[src/pin_config_defs.svh]
// offsets, field positions, reset values and timing counts for the pin block
// assumes a 25 MHz system clock
`ifndef PIN_CONFIG_DEFS_SVH
`define PIN_CONFIG_DEFS_SVH

// register indices; byte address is four times the index
`define PIN1_CONTROL_IDX 16'h4038
`define PIN2_CONTROL_IDX 16'h4039
`define PIN_LEVEL_IDX 16'h403b

`define FLD_DIR 15
`define FLD_PULL_HI 14
`define FLD_PULL_LO 13
`define FLD_EDGE 12
`define FLD_DOMAIN 11
`define FLD_POL 10
`define FLD_OD 9
`define FLD_EN 7
`define FLD_FN_HI 3
`define FLD_FN_LO 0

`define PIN_CONTROL_RESET 16'ha400
`define PIN_CONTROL_WMASK 16'hfe8f

`define CLK_SYS_HZ 25000000
`define OSC_SLOW_HZ 32768
`define EXT_CONV_HZ 2000000
// half periods, rounded down
`define OSC_SLOW_HALF_CYC (`CLK_SYS_HZ / (2 * `OSC_SLOW_HZ))
`define EXT_CONV_HALF_CYC (`CLK_SYS_HZ / (2 * `EXT_CONV_HZ))

// filter times in microseconds
`define DEB_SHORT_US 1
`define DEB_LONG_US 2000
`define DEB_SHORT_CYC (`DEB_SHORT_US * (`CLK_SYS_HZ / 1000000))
`define DEB_LONG_CYC (`DEB_LONG_US * (`CLK_SYS_HZ / 1000000))

`endif

[src/pin_config_pkg.sv]
// types for the pin configuration block
// assumes pin_config_defs.svh supplies the numbers
package pin_config_pkg;

    typedef struct packed {
        logic direction;
        logic [1:0] pull_select;
        logic edge_mode;
        logic supply_domain;
        logic polarity;
        logic open_drain;
        logic unused_8;
        logic enable;
        logic [2:0] unused_6_4;
        logic [3:0] function_select;
    } pin_ctl_s;

    typedef enum logic [3:0] {
        IN_PLAIN_LONG = 4'h0,
        IN_PLAIN = 4'h1,
        IN_POWER_TOGGLE = 4'h2,
        IN_SLEEP_WAKE = 4'h3,
        IN_SLEEP_WAKE_LONG = 4'h4,
        IN_SLEEP = 4'h5,
        IN_POWER_ON = 4'h6,
        IN_WATCHDOG = 4'h7,
        IN_VSCALE1 = 4'h8,
        IN_VSCALE2 = 4'h9,
        IN_HW_ENABLE1 = 4'ha,
        IN_HW_ENABLE2 = 4'hb,
        IN_HW_CONTROL1 = 4'hc,
        IN_HW_CONTROL2 = 4'hd,
        IN_HW_CONTROL1_LONG = 4'he,
        IN_HW_CONTROL2_LONG = 4'hf
    } in_fn_e;

    typedef enum logic [3:0] {
        OUT_LEVEL = 4'h0,
        OUT_OSC_SLOW = 4'h1,
        OUT_ON_STATE = 4'h2,
        OUT_SLEEP_STATE = 4'h3,
        OUT_STATE_CHANGE = 4'h4,
        OUT_RSVD5 = 4'h5,
        OUT_RSVD6 = 4'h6,
        OUT_RSVD7 = 4'h7,
        OUT_BUCK1_DONE = 4'h8,
        OUT_BUCK2_DONE = 4'h9,
        OUT_EXT_EN1 = 4'ha,
        OUT_EXT_EN2 = 4'hb,
        OUT_SUPPLY_GOOD = 4'hc,
        OUT_POWER_GOOD = 4'hd,
        OUT_EXT_CLOCK = 4'he,
        OUT_AUX_RESET = 4'hf
    } out_fn_e;

endpackage
[src/pin_config.sv]
// general-purpose pin configuration: two pins, control registers over APB
// assumes synchronous pin inputs, single 25 MHz clock, APB master per AMBA
//
// Contract
// bit 15 direction, 0 output, reset input
// pull field: none, down, up; resets down
// edge mode: one polarity edge or both
// bit 11 selects pin supply domain
// bit 10 polarity, 1 active high, reset 1
// bit 9 open drain versus push-pull
// bit 7 enable, reset tri-stated
// function field; codes 0/1 plain input
// codes 2-6 power and sleep requests
// code 7 watchdog service input
// codes 8-11 voltage select, hardware enables
// codes 12-15 hardware controls, long variants
// output 0 register level, 1 slow clock
// outputs 2-4 state indications, 5-7 reserved
// outputs 8-9 buck voltage change done
// outputs 10-11 external power enables
// outputs 12-13 supply good flags
// output 14 drives 2 MHz clock
// output 15 drives auxiliary reset
// direction picks input or output table
// long variants use longer stability filter
//
// Decided for this implementation: register access over APB.
`timescale 1ns/1ns
`include "pin_config_defs.svh"

module pin_config
    import pin_config_pkg::*;
#(
    parameter int ADDR_W = 18,
    parameter int DEB_SHORT_CYC = `DEB_SHORT_CYC,
    parameter int DEB_LONG_CYC = `DEB_LONG_CYC
)
(
    input wire logic CLK_SYS_I,
    input wire logic RST_N_I,
    input wire logic PSEL_I,
    input wire logic PENABLE_I,
    input wire logic PWRITE_I,
    input wire logic [ADDR_W-1:0] PADDR_I,
    input wire logic [31:0] PWDATA_I,
    output logic [31:0] PRDATA_O,
    output logic PREADY_O,
    output logic PSLVERR_O,
    input wire logic [1:0] PIN_IN_I,
    output logic [1:0] PIN_OUT_O,
    output logic [1:0] PIN_OE_N_O,
    output logic [1:0] PIN_PULL_UP_O,
    output logic [1:0] PIN_PULL_DOWN_O,
    output logic [1:0] PIN_SUPPLY_AON_O,
    output logic [1:0] PIN_EDGE_EVT_O,
    input wire logic ON_STATE_I,
    input wire logic SLEEP_STATE_I,
    input wire logic STATE_CHANGE_I,
    input wire logic [1:0] BUCK_DVS_DONE_I,
    input wire logic [1:0] EXT_PWR_EN_I,
    input wire logic SYSTEM_SUPPLY_GOOD_I,
    input wire logic CONVERTER_POWER_GOOD_I,
    input wire logic AUX_RESET_I,
    output logic POWER_TOGGLE_REQ_O,
    output logic SLEEP_WAKE_REQ_O,
    output logic SLEEP_REQ_O,
    output logic POWER_ON_REQ_O,
    output logic WATCHDOG_KICK_O,
    output logic [1:0] VOLTAGE_SCALE_SELECT_O,
    output logic [1:0] HW_ENABLE_O,
    output logic [1:0] HW_CONTROL_O
);

    localparam int CNT_W = $clog2(DEB_LONG_CYC + 1);
    localparam int SLOW_W = $clog2(`OSC_SLOW_HALF_CYC + 1);
    localparam int FAST_W = $clog2(`EXT_CONV_HALF_CYC + 1);

    pin_ctl_s ctl_r [2];
    logic [1:0] out_level_r;
    logic [1:0] deb_r;
    logic [1:0] asserted_prev_r;
    logic [15:0] in_hit [2];
    logic [1:0] asserted_c;
    logic [1:0] evt_c;
    logic [1:0] drive_val_c;
    logic [1:0] drive_en_c;

    // ---------------- APB slave ----------------
    logic setup_c;
    logic access_c;
    logic aligned_c;
    logic [ADDR_W-3:0] idx_c;
    logic hit1_c;
    logic hit2_c;
    logic hitl_c;
    logic [31:0] rdata_nxt;

    assign setup_c = PSEL_I & ~PENABLE_I;
    assign access_c = PSEL_I & PENABLE_I & PREADY_O;
    assign aligned_c = (PADDR_I[1:0] == 2'h0);
    assign idx_c = PADDR_I[ADDR_W-1:2];
    assign hit1_c = aligned_c & (idx_c == (ADDR_W-2)'(`PIN1_CONTROL_IDX));
    assign hit2_c = aligned_c & (idx_c == (ADDR_W-2)'(`PIN2_CONTROL_IDX));
    assign hitl_c = aligned_c & (idx_c == (ADDR_W-2)'(`PIN_LEVEL_IDX));

    always_comb
    begin
        rdata_nxt = 32'h0;
        if (hit1_c)
            rdata_nxt = {16'h0, ctl_r[0]};
        else if (hit2_c)
            rdata_nxt = {16'h0, ctl_r[1]};
        else if (hitl_c)
            rdata_nxt = {26'h0, asserted_c, 2'h0, out_level_r};
    end

    // answer comes in the first access cycle, no wait states
    always_ff @(posedge CLK_SYS_I or negedge RST_N_I)
    begin
        if (!RST_N_I)
        begin
            PREADY_O <= 1'b0;
            PSLVERR_O <= 1'b0;
            PRDATA_O <= 32'h0;
        end
        else
        begin
            PREADY_O <= setup_c;
            PSLVERR_O <= setup_c & ~(hit1_c | hit2_c | hitl_c);
            if (setup_c & ~PWRITE_I)
                PRDATA_O <= rdata_nxt;
            else if (!setup_c)
                PRDATA_O <= 32'h0;
        end
    end

    // control registers; reserved bits are not stored and read zero
    always_ff @(posedge CLK_SYS_I or negedge RST_N_I)
    begin
        if (!RST_N_I)
        begin
            ctl_r[0] <= pin_ctl_s'(`PIN_CONTROL_RESET);
            ctl_r[1] <= pin_ctl_s'(`PIN_CONTROL_RESET);
            out_level_r <= 2'h0;
        end
        else if (access_c & PWRITE_I)
        begin
            if (hit1_c)
                ctl_r[0] <= pin_ctl_s'(PWDATA_I[15:0] & `PIN_CONTROL_WMASK);
            if (hit2_c)
                ctl_r[1] <= pin_ctl_s'(PWDATA_I[15:0] & `PIN_CONTROL_WMASK);
            if (hitl_c)
                out_level_r <= PWDATA_I[1:0];
        end
    end

    // ---------------- clock dividers ----------------
    logic [SLOW_W-1:0] slow_cnt_r;
    logic [FAST_W-1:0] fast_cnt_r;
    logic slow_tick_c;
    logic fast_tick_c;
    logic slow_clk_r;
    logic fast_clk_r;

    assign slow_tick_c = (slow_cnt_r == SLOW_W'(`OSC_SLOW_HALF_CYC - 1));
    assign fast_tick_c = (fast_cnt_r == FAST_W'(`EXT_CONV_HALF_CYC - 1));

    always_ff @(posedge CLK_SYS_I or negedge RST_N_I)
    begin
        if (!RST_N_I)
        begin
            slow_cnt_r <= '0;
            slow_clk_r <= 1'b0;
        end
        else if (slow_tick_c)
        begin
            slow_cnt_r <= '0;
            slow_clk_r <= ~slow_clk_r;
        end
        else
            slow_cnt_r <= slow_cnt_r + SLOW_W'(1);
    end

    always_ff @(posedge CLK_SYS_I or negedge RST_N_I)
    begin
        if (!RST_N_I)
        begin
            fast_cnt_r <= '0;
            fast_clk_r <= 1'b0;
        end
        else if (fast_tick_c)
        begin
            fast_cnt_r <= '0;
            fast_clk_r <= ~fast_clk_r;
        end
        else
            fast_cnt_r <= fast_cnt_r + FAST_W'(1);
    end

    // ---------------- per-pin logic ----------------
    genvar g;
    generate
        for (g = 0; g < 2; g++)
        begin : pin
            pin_ctl_s ctl;
            logic is_input;
            logic long_deb;
            logic [CNT_W-1:0] limit;
            logic [CNT_W-1:0] cnt_r;
            logic src;

            assign ctl = ctl_r[g];
            assign is_input = ctl.direction;
            // long variants filter longer
            assign long_deb = (ctl.function_select == IN_PLAIN_LONG) ||
                              (ctl.function_select == IN_SLEEP_WAKE_LONG) ||
                              (ctl.function_select == IN_HW_CONTROL1_LONG) ||
                              (ctl.function_select == IN_HW_CONTROL2_LONG);
            assign limit = long_deb ? CNT_W'(DEB_LONG_CYC) : CNT_W'(DEB_SHORT_CYC);

            // new level accepted only after it held for the filter time
            always_ff @(posedge CLK_SYS_I or negedge RST_N_I)
            begin
                if (!RST_N_I)
                begin
                    cnt_r <= '0;
                    deb_r[g] <= 1'b0;
                end
                else if (PIN_IN_I[g] == deb_r[g])
                    cnt_r <= '0;
                else if (cnt_r >= limit - CNT_W'(1))
                begin
                    cnt_r <= '0;
                    deb_r[g] <= PIN_IN_I[g];
                end
                else
                    cnt_r <= cnt_r + CNT_W'(1);
            end

            assign asserted_c[g] = ctl.polarity ? deb_r[g] : ~deb_r[g];
            // single mode: rising asserted level is rising pin if pol 1, falling if 0
            assign evt_c[g] = ctl.enable & is_input &
                              (ctl.edge_mode ? (asserted_c[g] != asserted_prev_r[g])
                                             : (asserted_c[g] & ~asserted_prev_r[g]));

            always_ff @(posedge CLK_SYS_I or negedge RST_N_I)
            begin
                if (!RST_N_I)
                    asserted_prev_r[g] <= 1'b0;
                else
                    asserted_prev_r[g] <= asserted_c[g];
            end

            // one-hot input function hits, only for an enabled input
            always_comb
            begin
                in_hit[g] = 16'h0;
                if (ctl.enable & is_input)
                    in_hit[g][ctl.function_select] = asserted_c[g];
            end

            always_comb
            begin
                unique case (out_fn_e'(ctl.function_select))
                    OUT_LEVEL: src = out_level_r[g];
                    OUT_OSC_SLOW: src = slow_clk_r;
                    OUT_ON_STATE: src = ON_STATE_I;
                    OUT_SLEEP_STATE: src = SLEEP_STATE_I;
                    OUT_STATE_CHANGE: src = STATE_CHANGE_I;
                    OUT_RSVD5, OUT_RSVD6, OUT_RSVD7: src = 1'b0;
                    OUT_BUCK1_DONE: src = BUCK_DVS_DONE_I[0];
                    OUT_BUCK2_DONE: src = BUCK_DVS_DONE_I[1];
                    OUT_EXT_EN1: src = EXT_PWR_EN_I[0];
                    OUT_EXT_EN2: src = EXT_PWR_EN_I[1];
                    OUT_SUPPLY_GOOD: src = SYSTEM_SUPPLY_GOOD_I;
                    OUT_POWER_GOOD: src = CONVERTER_POWER_GOOD_I;
                    OUT_EXT_CLOCK: src = fast_clk_r;
                    OUT_AUX_RESET: src = AUX_RESET_I;
                endcase
            end

            // clocks are not inverted by polarity; level signals are
            assign drive_val_c[g] = (ctl.function_select == OUT_OSC_SLOW ||
                                     ctl.function_select == OUT_EXT_CLOCK) ? src
                                    : (ctl.polarity ? src : ~src);
            // open drain only pulls low, releases for high
            assign drive_en_c[g] = ctl.enable & ~is_input &
                                   (~ctl.open_drain | ~drive_val_c[g]);

            always_ff @(posedge CLK_SYS_I or negedge RST_N_I)
            begin
                if (!RST_N_I)
                begin
                    PIN_OUT_O[g] <= 1'b0;
                    PIN_OE_N_O[g] <= 1'b1;
                    PIN_PULL_UP_O[g] <= 1'b0;
                    PIN_PULL_DOWN_O[g] <= 1'b1;
                    PIN_SUPPLY_AON_O[g] <= 1'b0;
                    PIN_EDGE_EVT_O[g] <= 1'b0;
                end
                else
                begin
                    PIN_OUT_O[g] <= drive_val_c[g] & ~ctl.open_drain;
                    PIN_OE_N_O[g] <= ~drive_en_c[g];
                    PIN_PULL_UP_O[g] <= (ctl.pull_select == 2'h2);
                    PIN_PULL_DOWN_O[g] <= (ctl.pull_select == 2'h1);
                    PIN_SUPPLY_AON_O[g] <= ctl.supply_domain;
                    PIN_EDGE_EVT_O[g] <= evt_c[g];
                end
            end
        end
    endgenerate

    // requests from either pin are or-ed together
    logic [15:0] any_hit_c;
    assign any_hit_c = in_hit[0] | in_hit[1];

    always_ff @(posedge CLK_SYS_I or negedge RST_N_I)
    begin
        if (!RST_N_I)
        begin
            POWER_TOGGLE_REQ_O <= 1'b0;
            SLEEP_WAKE_REQ_O <= 1'b0;
            SLEEP_REQ_O <= 1'b0;
            POWER_ON_REQ_O <= 1'b0;
            WATCHDOG_KICK_O <= 1'b0;
            VOLTAGE_SCALE_SELECT_O <= 2'h0;
            HW_ENABLE_O <= 2'h0;
            HW_CONTROL_O <= 2'h0;
        end
        else
        begin
            POWER_TOGGLE_REQ_O <= any_hit_c[IN_POWER_TOGGLE];
            SLEEP_WAKE_REQ_O <= any_hit_c[IN_SLEEP_WAKE] | any_hit_c[IN_SLEEP_WAKE_LONG];
            SLEEP_REQ_O <= any_hit_c[IN_SLEEP];
            POWER_ON_REQ_O <= any_hit_c[IN_POWER_ON];
            WATCHDOG_KICK_O <= any_hit_c[IN_WATCHDOG];
            VOLTAGE_SCALE_SELECT_O <= {any_hit_c[IN_VSCALE2], any_hit_c[IN_VSCALE1]};
            HW_ENABLE_O <= {any_hit_c[IN_HW_ENABLE2], any_hit_c[IN_HW_ENABLE1]};
            HW_CONTROL_O <= {any_hit_c[IN_HW_CONTROL2] | any_hit_c[IN_HW_CONTROL2_LONG],
                             any_hit_c[IN_HW_CONTROL1] | any_hit_c[IN_HW_CONTROL1_LONG]};
        end
    end

endmodule

[config.mk]
export PLATFORM = sky130hd
export DESIGN_NAME = pin_config
export DESIGN_NICKNAME = d
export VERILOG_FILES = /design/src/pin_config_pkg.sv /design/src/pin_config.sv
export VERILOG_INCLUDE_DIRS = /design/src /design/src/src
export SDC_FILE = /design/constraint.sdc
export NUM_CORES = 1
export LEC_CHECK = 0
export ABC_AREA = 0
export ABC_CLOCK_PERIOD_IN_PS = 4200
export BUFFER_PORTS_ARGS = -buffer_cell sky130_fd_sc_hd__buf_2
export CAP_MARGIN = 20
export CORE_UTILIZATION = 30
export CTS_CLUSTER_DIAMETER = 40
export DETAILED_ROUTE_END_ITERATION = 12
export PLACE_DENSITY = 0.53
export SLEW_MARGIN = 20
export SYNTH_ARGS = -nofsm -noshare
export SYNTH_HDL_FRONTEND = slang
export SYNTH_SLANG_ARGS = --single-unit
[constraint.sdc]
create_clock -name CLK_SYS_I -period 4.2 [get_ports CLK_SYS_I]
set_input_delay 0.21 -clock CLK_SYS_I [delete_from_list [all_inputs] [get_ports CLK_SYS_I]]
set_output_delay 0.21 -clock CLK_SYS_I [all_outputs]
set_load 0.01 [all_outputs]
==> out/summary.txt, run 1 <==
Chip Height: 144 um
HPWL Detailed: 11000 um
Area growth syn-to-layout: 19.1%
Final Skew: 0.00682 ns
Minimum clock period: 2.99 ns
Slowest stage cell, crit path: a21oi_2
Initial Utilization: 30.9%
Vias/cell: 5.00
Max-cap viol count: 0
Place WS: 1.20 ns
Hold Vio Cnt, Final: 0
Placed Cells: 917
Die W: 144 um
Clock tree buffer depth: 2
I/O Buffers: 85
WP data arrival: 3.25 ns
Post-CTS setup buffers: 0
Synth unique cells: 79
Largest stage delay, worst path: 0.62 ns
DRC viols: 0
RePlAce Congestion: 0.840
CP startpoint kind: register
Final WS setup: 1.21 ns
Final Cycle Share: 71.2%
Top cells by count, synth: dfrtp_1, nand2_1, nor2_1
Yosys warning count: 0
Post-synthesis sequential area ratio: 47.6%
Sink Count: 115
Primary FF master, synth: dfrtp_1
Row Count: 51
Min-delay worst type: input pin to register
Slew Limit Fails: 0
Worst vdd ir: 275 uV
Storage element area: 2890 um2
Layout Cells excl Fill: 951
Design Area, Final: 7230 um2
Share of cells above drive strength 1: 25.7%
Synth area leader: dfrtp_1
Cell Chain, Critical Path: and3_1 > nor2_1 > inv_1 > ha_1 > o311ai_0 > a211oi_1 > o22ai_2 > a21oi_2 > nor3_1
Final nets: 749
H-Tree Level Count: 4
Worst-path clk slew: 0.06 ns
Power Density: 364 nW/um2
R2R cell count: 9
Status: finished, final reports clean
Final setup vio count: 0
Crit. End Element: register
Seq cells post-synth: 115
Top-area cell type share of the netlist area: 43.3%
Core area: 19700 um2
GRT Total Usage: 15.5%
Number of global-route vias before repair: 4701
I/O Pins: 124
Synth top area cells: dfrtp_1, dfstp_2, mux2_2
Worst slew pin tran: 1.03 ns
Multi-input logic area: 2880 um2
Mapped Avg Cell Area: 10.3 um2
Post-route ant nets: 0
Slew headroom: 30.9%
Hold path cells: 3
Die area: 20800 um2
DR WL/cell: 15.7 um
Root Buffer: clkbuf_16
CTS tree: built
Fill count: 2000
CP Class: register to register
CP Max Fanout: 16
Fmax: 334 MHz
Lkg Pwr: 0.00335 uW
Fin Setup TNS: 0 ns
DRT Wirelength: 15000 um
Largest net degree at the start of global routing: 51
Post-synth EDFFs: 0
Asr flop ratio synth: 100%
Area post-placement: 6660 um2
TritonCTS Buffers: 17
GRT overflow: 0
Initial antenna violation count: 1
DRT Pass-1 Iters: 7
Required time of the critical path: 4.46 ns
RSZ-0062 raised after global routing: false
Most frequent cell after synthesis: dfrtp_1
Synthesized area: 6070 um2
Starting DRT DRC Count: 339
First-pass GRT wire length: 24200 um
Clk_lat worst skew: 0.42 ns
Number of cells produced by synthesis: 589
Routed via count: 4751
[path summary, 6_finish.rpt]
| path | startpoint | end | slack, ns |
|---|---|---|---|
| min reg2reg | ctl_r[27] | PIN_SUPPLY_AON_O[0] | 0.41 |
| max reg2reg | ctl_r[19] | pin[0].cnt_r[12] | 1.21 |
| min | PWDATA_I[9] | ctl_r[25] | 0.04 |
| max | ctl_r[19] | pin[0].cnt_r[12] | 1.21 |
| min in group asynchronous | RST_N_I | pin[0].cnt_r[3] | 0.26 |
| max in group asynchronous | RST_N_I | pin[1].cnt_r[2] | 2.98 |
[registers in the layout, summed over array words and instances, names as in the netlist, 3 cells and up]
register and count:
PRDATA_O 14, pin.cnt_r 32, fast_cnt_r 3, slow_cnt_r 9, ctl_r 22
[timing repair]
action	CTS	global route
hold buffers	1	0
endpoints found under the hold margin	26	0
gates resized for setup	0	0
[power by group]
part	leakage [uW]	total [uW]	switching, uW	internal, uW
combinational	0.00158	124	82.2	41.5
clock	0.000275	1380	595	782
sequential	0.00150	1130	13.6	1120
total	0.00335	2630	690	1940
[per-stage QoR]
stage / total power, uW / utilization (%) / hold slack (ns)
floorplan: 1220 / - / -0.0856
CTS: 2670 / 36.8 / 0.0161
finish: 2630 / 36.8 / 0.0371
global placement: 1270 / 33.9 / 0.153
detailed placement: 1280 / 33.9 / 0.160
global route: 2730 / 36.8 / 0.0328
[cells in the final DEF (no fill, tap or decap), types with 18 or more instances in the layout]
| cell | netlist | layout |
|---|---|---|
| mux2i_1 | 18 | 18 |
| xor2_1 | 21 | 21 |
| dfrtp_1 | 105 | 105 |
| conb_1 | 1 | 18 |
| nor2_1 | 38 | 38 |
| mux2_2 | 19 | 19 |
| nand2_1 | 54 | 54 |
| o21ai_0 | 26 | 26 |
| nand3_1 | 27 | 27 |
| buf_2 | 7 | 84 |
| nor3_1 | 28 | 28 |
| inv_1 | 24 | 24 |
[cell type report]
cell class | count | area share (%)
Tap cell | 265 | 4.58
Sequential cell | 115 | 40.0
Inverter | 25 | 1.30
Timing Repair Buffer | 90 | 6.47
Clock buffer | 17 | 5.88
Antenna cell | 1 | 0.0346
Clock inverter | 15 | 1.90
Multi-Input combinational cell | 423 | 39.9
[routing by layer]
metal | track usage, % | wire [um] | part of all wire (%)
met1 | 19.7 | 6830 | 46
met2 | 24.6 | 6930 | 46
met3 | 3.34 | 754 | 5.0
met4 | 8.59 | 449 | 3.0
met5 | 0 | 0 | 0
[cell families after synthesis]
| kind of cell | after synthesis | synth area share [%] |
|---|---|---|
| and+or+nand+nor | 227 | 20.5 |
| DFF | 115 | 47.6 |
| AOI/OAI and AO/OA | 91 | 11.3 |
| buffers and inverters | 68 | 5.98 |
| muxes | 39 | 6.99 |
| xor gates and xnor gates | 38 | 5.48 |
| adders and majority gates | 10 | 2.06 |
| other | 1 | 0.0618 |
[worst max-delay path, delay by kind of cell, from the launching register on]
family,cells,cell delay [ns]
flip-flops,1,0.57
buffers and inverters,1,0.07
AO/OA/AOI/OAI,4,1.16
adder cells (fa/ha/maj),1,0.29
AND/OR/NAND/NOR,3,0.73
Power figures use the tool's default switching activity.
==> run 2: changes to the inputs <==
--- a/config.mk
+++ b/config.mk
@@ -7,13 +7,13 @@
 export NUM_CORES = 1
 export LEC_CHECK = 0
 export ABC_AREA = 0
-export ABC_CLOCK_PERIOD_IN_PS = 4200
+export ABC_CLOCK_PERIOD_IN_PS = 2400
 export BUFFER_PORTS_ARGS = -buffer_cell sky130_fd_sc_hd__buf_2
 export CAP_MARGIN = 20
 export CORE_UTILIZATION = 30
 export CTS_CLUSTER_DIAMETER = 40
 export DETAILED_ROUTE_END_ITERATION = 12
-export PLACE_DENSITY = 0.53
+export PLACE_DENSITY = 0.55
 export SLEW_MARGIN = 20
 export SYNTH_ARGS = -nofsm -noshare
 export SYNTH_HDL_FRONTEND = slang
==> constraint.sdc (replaced) <==
create_clock -name CLK_SYS_I -period 2.4 [get_ports CLK_SYS_I]
set_input_delay 0.12 -clock CLK_SYS_I [delete_from_list [all_inputs] [get_ports CLK_SYS_I]]
set_output_delay 0.12 -clock CLK_SYS_I [all_outputs]
set_load 0.01 [all_outputs]
==> run 2 against run 1 <==
Hold slack worse by 0.0075 ns. Combinational power up 93%. Clock power up 73%. Largest cell class is now multi-input combinational cells. Via count down 1.6%. Critical path type unchanged. Critical path depth up 1. Die area unchanged. Utilization grew 1.8 points. Maximum frequency grew 34%. Register-to-register slack got worse by 1.0 ns. Critical endpoint is now deb_r[0].
==> out/summary.txt, run 2 (synthesis gave the netlist of run 1 again) <==
Status: finished, final reports clean
Hold Vio Cnt, Final: 0 (unchanged)
CP Class: register to register
Worst vdd ir: 469 uV (+70%)
DR WL/cell: 15.1 um (-4.1%)
Chip Height: 144 um (unchanged)
Number of global-route vias before repair: 4673 (-0.60%)
Row Count: 51 (unchanged)
Worst slew pin tran: 0.611 ns (-0.417 ns)
GRT Total Usage: 15.6% (+0.078 points)
Crit. End Element: register
Required time of the critical path: 2.71 ns (-1.75 ns)
Worst hold slack: 0.0296 ns (-0.00750 ns)
Starting DRT DRC Count: 234 (-31%)
Final nets: 783 (+4.5%)
Met3 Use GR: 3.81% (+0.46 points)
Initial antenna violation count: 0 (-1)
Lkg Pwr: 0.00353 uW (+5.2%)
HPWL Detailed: 11100 um (+0.98%)
CP Max Fanout: 3 (-13)
Vias/cell: 4.75 (-4.9%)
Fin Setup TNS: 0 ns (unchanged)
Slew headroom: 59.3% (+28 points)
Post-route ant nets: 0 (unchanged)
Max-cap viol count: 0 (unchanged)
Clock tree buffer depth: 2 (unchanged)
Root Buffer: clkbuf_16
Power Density: 608 nW/um2 (+67%)
RePlAce Congestion: 0.826 (-1.7%)
Commonest non-fill, non-tap cells in the layout: dfrtp_1, buf_2, nand2_1
Fmax: 449 MHz (+34%)
Area growth syn-to-layout: 24.9%
WP data arrival: 2.54 ns (-0.71 ns)
TritonCTS Buffers: 17 (unchanged)
Min-delay worst type: input pin to register
DRT Pass-1 Iters: 4 (-3)
Die area: 20800 um2 (unchanged)
I/O Buffers: 85 (unchanged)
Final setup vio count: 0 (unchanged)
Global routing's busiest layer: met2
Initial Utilization: 30.9% (unchanged)
# diodes: 0 (-1)
Sink Count: 115 (unchanged)
Reg with most FFs: pin.cnt_r
Die W: 144 um (unchanged)
DRT Wirelength: 14800 um (-0.82%)
I/O Pins: 124 (unchanged)
CTS tree: built
M2 GR Usage: 25.2% (+0.64 points)
Core area: 19700 um2 (unchanged)
Share of cells above drive strength 1: 27.8% (+2.1 points)
DRC viols: 0 (unchanged)
H-Tree Level Count: 4 (unchanged)
CP startpoint kind: register
RSZ-0062 raised after global routing: false
Overall power: 4610 uW (+75%)
Routed via count: 4676 (-1.6%)
Final Cycle Share: 92.9% (+22 points)
Slew Limit Fails: 0 (unchanged)
Largest net degree at the start of global routing: 47 (-7.8%)
Met1 usage: 20.1% (+0.40 points)
Worst-path clk slew: 0.06 ns (about the same)
Minimum clock period: 2.23 ns (-0.762 ns)
Final Skew: 0.00645 ns (-0.000367 ns)
First-pass GRT wire length: 24500 um (+1.3%)
GRT overflow: 0 (unchanged)
Largest registers: pin.cnt_r (32), ctl_r (22), PRDATA_O (14)
Commonest non-fill, non-tap cell in the layout: dfrtp_1
Clk_lat worst skew: 0.41 ns (about the same)
Max reg flops: 32 (unchanged)
## run 2: cell count changes in the layout (fill, tap and decap cells not counted), sizes merged
cell / previous run / this run
buf: 89 / 111
bufinv: 0 / 1
clkbuf: 17 / 18
clkinv: 3 / 6
clkinvlp: 2 / 3
diode: 1 / 0
dlygate4sd3: 1 / 13
inv: 35 / 29
## run 2: what timing repair did
item	4_1_cts	5_1_grt
hold buffers	13	0
endpoints found under the hold margin	64	0
resized for setup	1	5
endpoints found under the setup margin	16	17
setup buffers	0	1
pin swaps	0	1
gates cloned	0	0
## run 2: final timing paths
kind / from / end / slack, ns / cells past startpoint
setup / recovery: ctl_r[17] / deb_r[0] / 0.17 / 10
hold / removal: PSEL_I / PREADY_O / 0.03 / 3
setup reg to reg: ctl_r[17] / deb_r[0] / 0.17 / 10
hold reg to reg: ctl_r[11] / PIN_SUPPLY_AON_O[1] / 0.40 / 0
max in group asynchronous: RST_N_I / PIN_PULL_DOWN_O[0] / 1.44 / 3
min in group asynchronous: RST_N_I / pin[0].cnt_r[0] / 0.26 / 2
## run 2: metrics by stage
step           setup slack [ns]  util [%]  cells  cell area, um2
2_1_floorplan            0.0459         -    606            6140
3_3_place_gp             -0.136      34.9    938            6850
3_5_place_dp             -0.157      34.9    938            6850
4_1_cts                 -0.0338      38.4    983            7550
5_1_grt                  0.0221      38.6    984            7580
6_report                  0.171      38.6    984            7580
## run 2: cell type report
class | instances | area (um2)
Clock buffer | 18 | 429
Clock inverter | 14 | 131
Fill cell | 2024 | 12100
Inverter | 25 | 93.8
Multi-Input combinational cell | 423 | 2910
Sequential cell | 115 | 2890
Tap cell | 265 | 332
Timing Repair Buffer | 124 | 803
## run 2: metal layers
metal / routed length, um / vias to the layer above
li1: - / 2314
met1: 7010 / 2240
met2: 6990 / 105
met3: 595 / 17
met4: 249 / 0
met5: 0 / -
## run 2: power by group
| group | leakage [uW] | internal (uW) | total [uW] | switching, uW |
|---|---|---|---|---|
| registers | 0.00150 | 1960 | 1990 | 25.3 |
| clock network | 0.000269 | 1430 | 2390 | 955 |
| logic | 0.00175 | 94.7 | 239 | 144 |
| total | 0.00353 | 3490 | 4610 | 1120 |
## run 2: critical path, cell delays in order (launching register included)
cell	delay (ns)
dfrtp_1	0.39
nor3_2	0.23
nor2_2	0.09
buf_4	0.13
ha_1	0.29
o311ai_2	0.25
a211oi_1	0.11
o22ai_2	0.22
buf_4	0.15
nand2_1	0.04
o311ai_1	0.22
==> run 3: changes to the inputs <==
--- a/config.mk
+++ b/config.mk
@@ -13,7 +13,8 @@
 export CORE_UTILIZATION = 30
 export CTS_CLUSTER_DIAMETER = 40
 export DETAILED_ROUTE_END_ITERATION = 12
-export PLACE_DENSITY = 0.55
+export PLACE_DENSITY = 0.57
+export SETUP_SLACK_MARGIN = 0.5
 export SLEW_MARGIN = 20
 export SYNTH_ARGS = -nofsm -noshare
 export SYNTH_HDL_FRONTEND = slang
==> run 3 against run 2 <==
Non-clock buffer count increased by 8. Cell area is 4.3% higher. Hold slack better by 0.0090 ns. Global-route usage is 0.072 points higher. Utilization rose by 1.7 points. Die area is the same. Sequential power about the same. Sequential share of layout area down 1.6 points. Largest power group unchanged. Largest cell class unchanged. Sequential cell count unchanged. Count of clock-buffer cells in the layout is 3 higher.
==> out/summary.txt, run 3 (synthesis gave the netlist of run 1 again) <==
RR Endpoint: pin[0].cnt_r[5]
Cell Chain, Critical Path: and3_4 > nor2_4 > inv_2 > ha_4 > o311ai_4 > a211oi_2 > o22ai_2 > a21oi_4 > buf_4 > nor3_1
TritonCTS Buffers: 17 (unchanged)
Area growth syn-to-layout: 30.3%
Combinational share of power: 5.7% (+0.5 points)
Number of global-route vias before repair: 4630 (-0.92%)
Die area: 20800 um2 (unchanged)
RSZ-0062 raised after global routing: true
Layout Cells excl Fill: 992 (+0.81%)
Hold Vio Cnt, Final: 0 (unchanged)
HPWL Detailed: 10800 um (-3.0%)
Slowest stage cell, crit path: dfrtp_2
Final Skew: 0.0225 ns (+0.0161 ns)
Min-delay worst type: input pin to register
Commonest non-fill, non-tap cell in the layout: dfrtp_1
Worst-path clk slew: 0.06 ns (about the same)
Clk_lat worst skew: 0.43 ns (+0.02 ns)
Slew headroom: 47.1% (-12 points)
CP delay by family, top: compound AO/OA/AOI/OAI gates
Root Buffer: clkbuf_16
R2R setup slack: 0.25 ns (+0.08 ns)
H-Tree Level Count: 4 (unchanged)
Required time of the critical path: 2.67 ns (-0.04 ns)
CP startpoint kind: register
Fin Setup TNS: 0 ns (unchanged)
Slew Limit Fails: 0 (unchanged)
Int Pwr: 3550 uW (+1.6%)
CP Max Fanout: 4 (+1)
Switching Share: 23.8% (-0.57 points)
DRT Pass-1 Iters: 4 (unchanged)
Overall power: 4650 uW (+0.86%)
Status: finished, final reports clean
Core area: 19700 um2 (unchanged)
Crit. End Element: register
RePlAce Congestion: 0.809 (-2.0%)
DRT Wirelength: 15300 um (+2.9%)
Largest registers: pin.cnt_r (32), ctl_r (22), PRDATA_O (14)
GRT Total Usage: 15.7% (+0.072 points)
I/O Buffers: 85 (unchanged)
DR WL/cell: 15.4 um (+2.0%)
# diodes: 0 (unchanged)
Commonest non-fill, non-tap cells in the layout: dfrtp_1, buf_2, nand2_1
Multi-input logic area: 3150 um2 (+8.4%)
Seq pwr share: 42.8% (-0.2 points)
Minimum clock period: 2.15 ns (-0.0806 ns)
Reg with most FFs: pin.cnt_r
Initial Utilization: 30.9% (unchanged)
GRT overflow: 0 (unchanged)
CTS tree: built
Worst hold start: PSEL_I
Worst slew pin tran: 0.793 ns (+0.182 ns)
Storage element area: 2890 um2 (about the same)
I/O Pins: 124 (unchanged)
Sink Count: 115 (unchanged)
Switching power: 1110 uW (-1.5%)
Final WS setup: 0.251 ns (+0.0806 ns)
Worst vdd ir: 461 uV (-1.5%)
Placed Cells: 934 (-0.43%)
Final nets: 791 (+1.0%)
First-pass GRT wire length: 24700 um (+0.53%)
Clock network fraction of total power: 51.5% (-0.3 points)
Chip Height: 144 um (unchanged)
Max reg flops: 32 (unchanged)
Power Density: 588 nW/um2 (-3.3%)
WP data arrival: 2.42 ns (-0.12 ns)
Lkg Pwr: 0.00357 uW (+1.2%)
Hold path cells: 3 (unchanged)
Max-cap viol count: 0 (unchanged)
CP Buf/Inv Count: 2 (unchanged)
CP Class: register to register
Share of cells above drive strength 1: 33.8% (+6.0 points)
DRC viols: 0 (unchanged)
Row Count: 51 (unchanged)
Die W: 144 um (unchanged)
Largest stage delay, worst path: 0.44 ns (+0.05 ns)
Initial antenna violation count: 0 (unchanged)
Clock tree buffer depth: 2 (unchanged)
Hold endpoint: PSLVERR_O
Routed via count: 4784 (+2.3%)
Fmax: 465 MHz (+3.8%)
Place WS: 0.154 ns (+0.310 ns)
Vias/cell: 4.82 (+1.5%)
Largest net degree at the start of global routing: 70 (+49%)
R2R Path Start: ctl_r[17]
Final setup vio count: 0 (unchanged)
Post-route ant nets: 0 (unchanged)
Final Cycle Share: 89.5% (-3.4 points)
Fill count: 1978 (-2.3%)
R2R cell count: 10 (unchanged)
Starting DRT DRC Count: 205 (-12%)
## run 3: stage by stage
| stage | hold WS, ns | util [%] | area (um2) |
|---|---|---|---|
| final | 0.0386 | 40.3 | 7910 |
| after global routing | 0.0519 | 40.3 | 7910 |
| after CTS | 0.0157 | 39.6 | 7780 |
| after detailed placement | 0.172 | 34.8 | 6840 |
| after global placement | 0.166 | 34.8 | 6840 |
| after floorplan | -0.176 | - | 6200 |
## run 3: what timing repair did
action                                  CTS  global route
pin swaps                                22             9
resized for setup                        33            24
endpoints found under the setup margin   36            41
hold endpoints to repair                129             0
hold buffers                             13             0
cloned                                    2             0
setup buffers                             8             3
## run 3: power groups by stage
stage	logic (uW)	clock network [uW]	registers [uW]
4_1_cts	258	2440	1990
3_3_place_gp	222	0	2020
6_report	267	2400	1990
5_1_grt	302	2520	1990
2_1_floorplan	130	0	2010
3_5_place_dp	227	0	2020
## run 3: area by class of cell
class	count	share of cell area (%)
clock inverters	11	1.34
inverters	25	1.22
flip-flops and latches	115	36.5
well taps	265	4.19
multi-input cells	423	39.8
clock buffers	21	5.82
repair buffers	132	11.1
## run 3: worst max-delay path by stage
| stage | startpoint | end | slack, ns | cells after the start |
|---|---|---|---|---|
| floorplan | ctl_r[17] | pin[0].cnt_r[10] | 0.24 | 10 |
| global placement | ctl_r[19] | pin[0].cnt_r[12] | 0.22 | 10 |
| detailed placement | ctl_r[17] | pin[0].cnt_r[1] | 0.15 | 9 |
| CTS | ctl_r[19] | pin[0].cnt_r[14] | 0.28 | 10 |
| global route | ctl_r[17] | pin[0].cnt_r[7] | 0.14 | 10 |
| finish | ctl_r[17] | pin[0].cnt_r[5] | 0.25 | 10 |
## run 3: routing by layer
metal / global-route usage [%] / vias up / wire length [um]
met2: 24.7 / 111 / 7260
met5: 0 / - / 0
met4: 5.15 / 0 / 205
li1: - / 2339 / -
met1: 21.3 / 2320 / 7230
met3: 3.51 / 14 / 572
## run 3: worst register-to-register path, cell delays in order, from the launching register on
cell	delay, ns
dfrtp_2	0.44
and3_4	0.17
nor2_4	0.14
inv_2	0.07
ha_4	0.28
o311ai_4	0.10
a211oi_2	0.22
o22ai_2	0.14
a21oi_4	0.22
buf_4	0.17
nor3_1	0.05
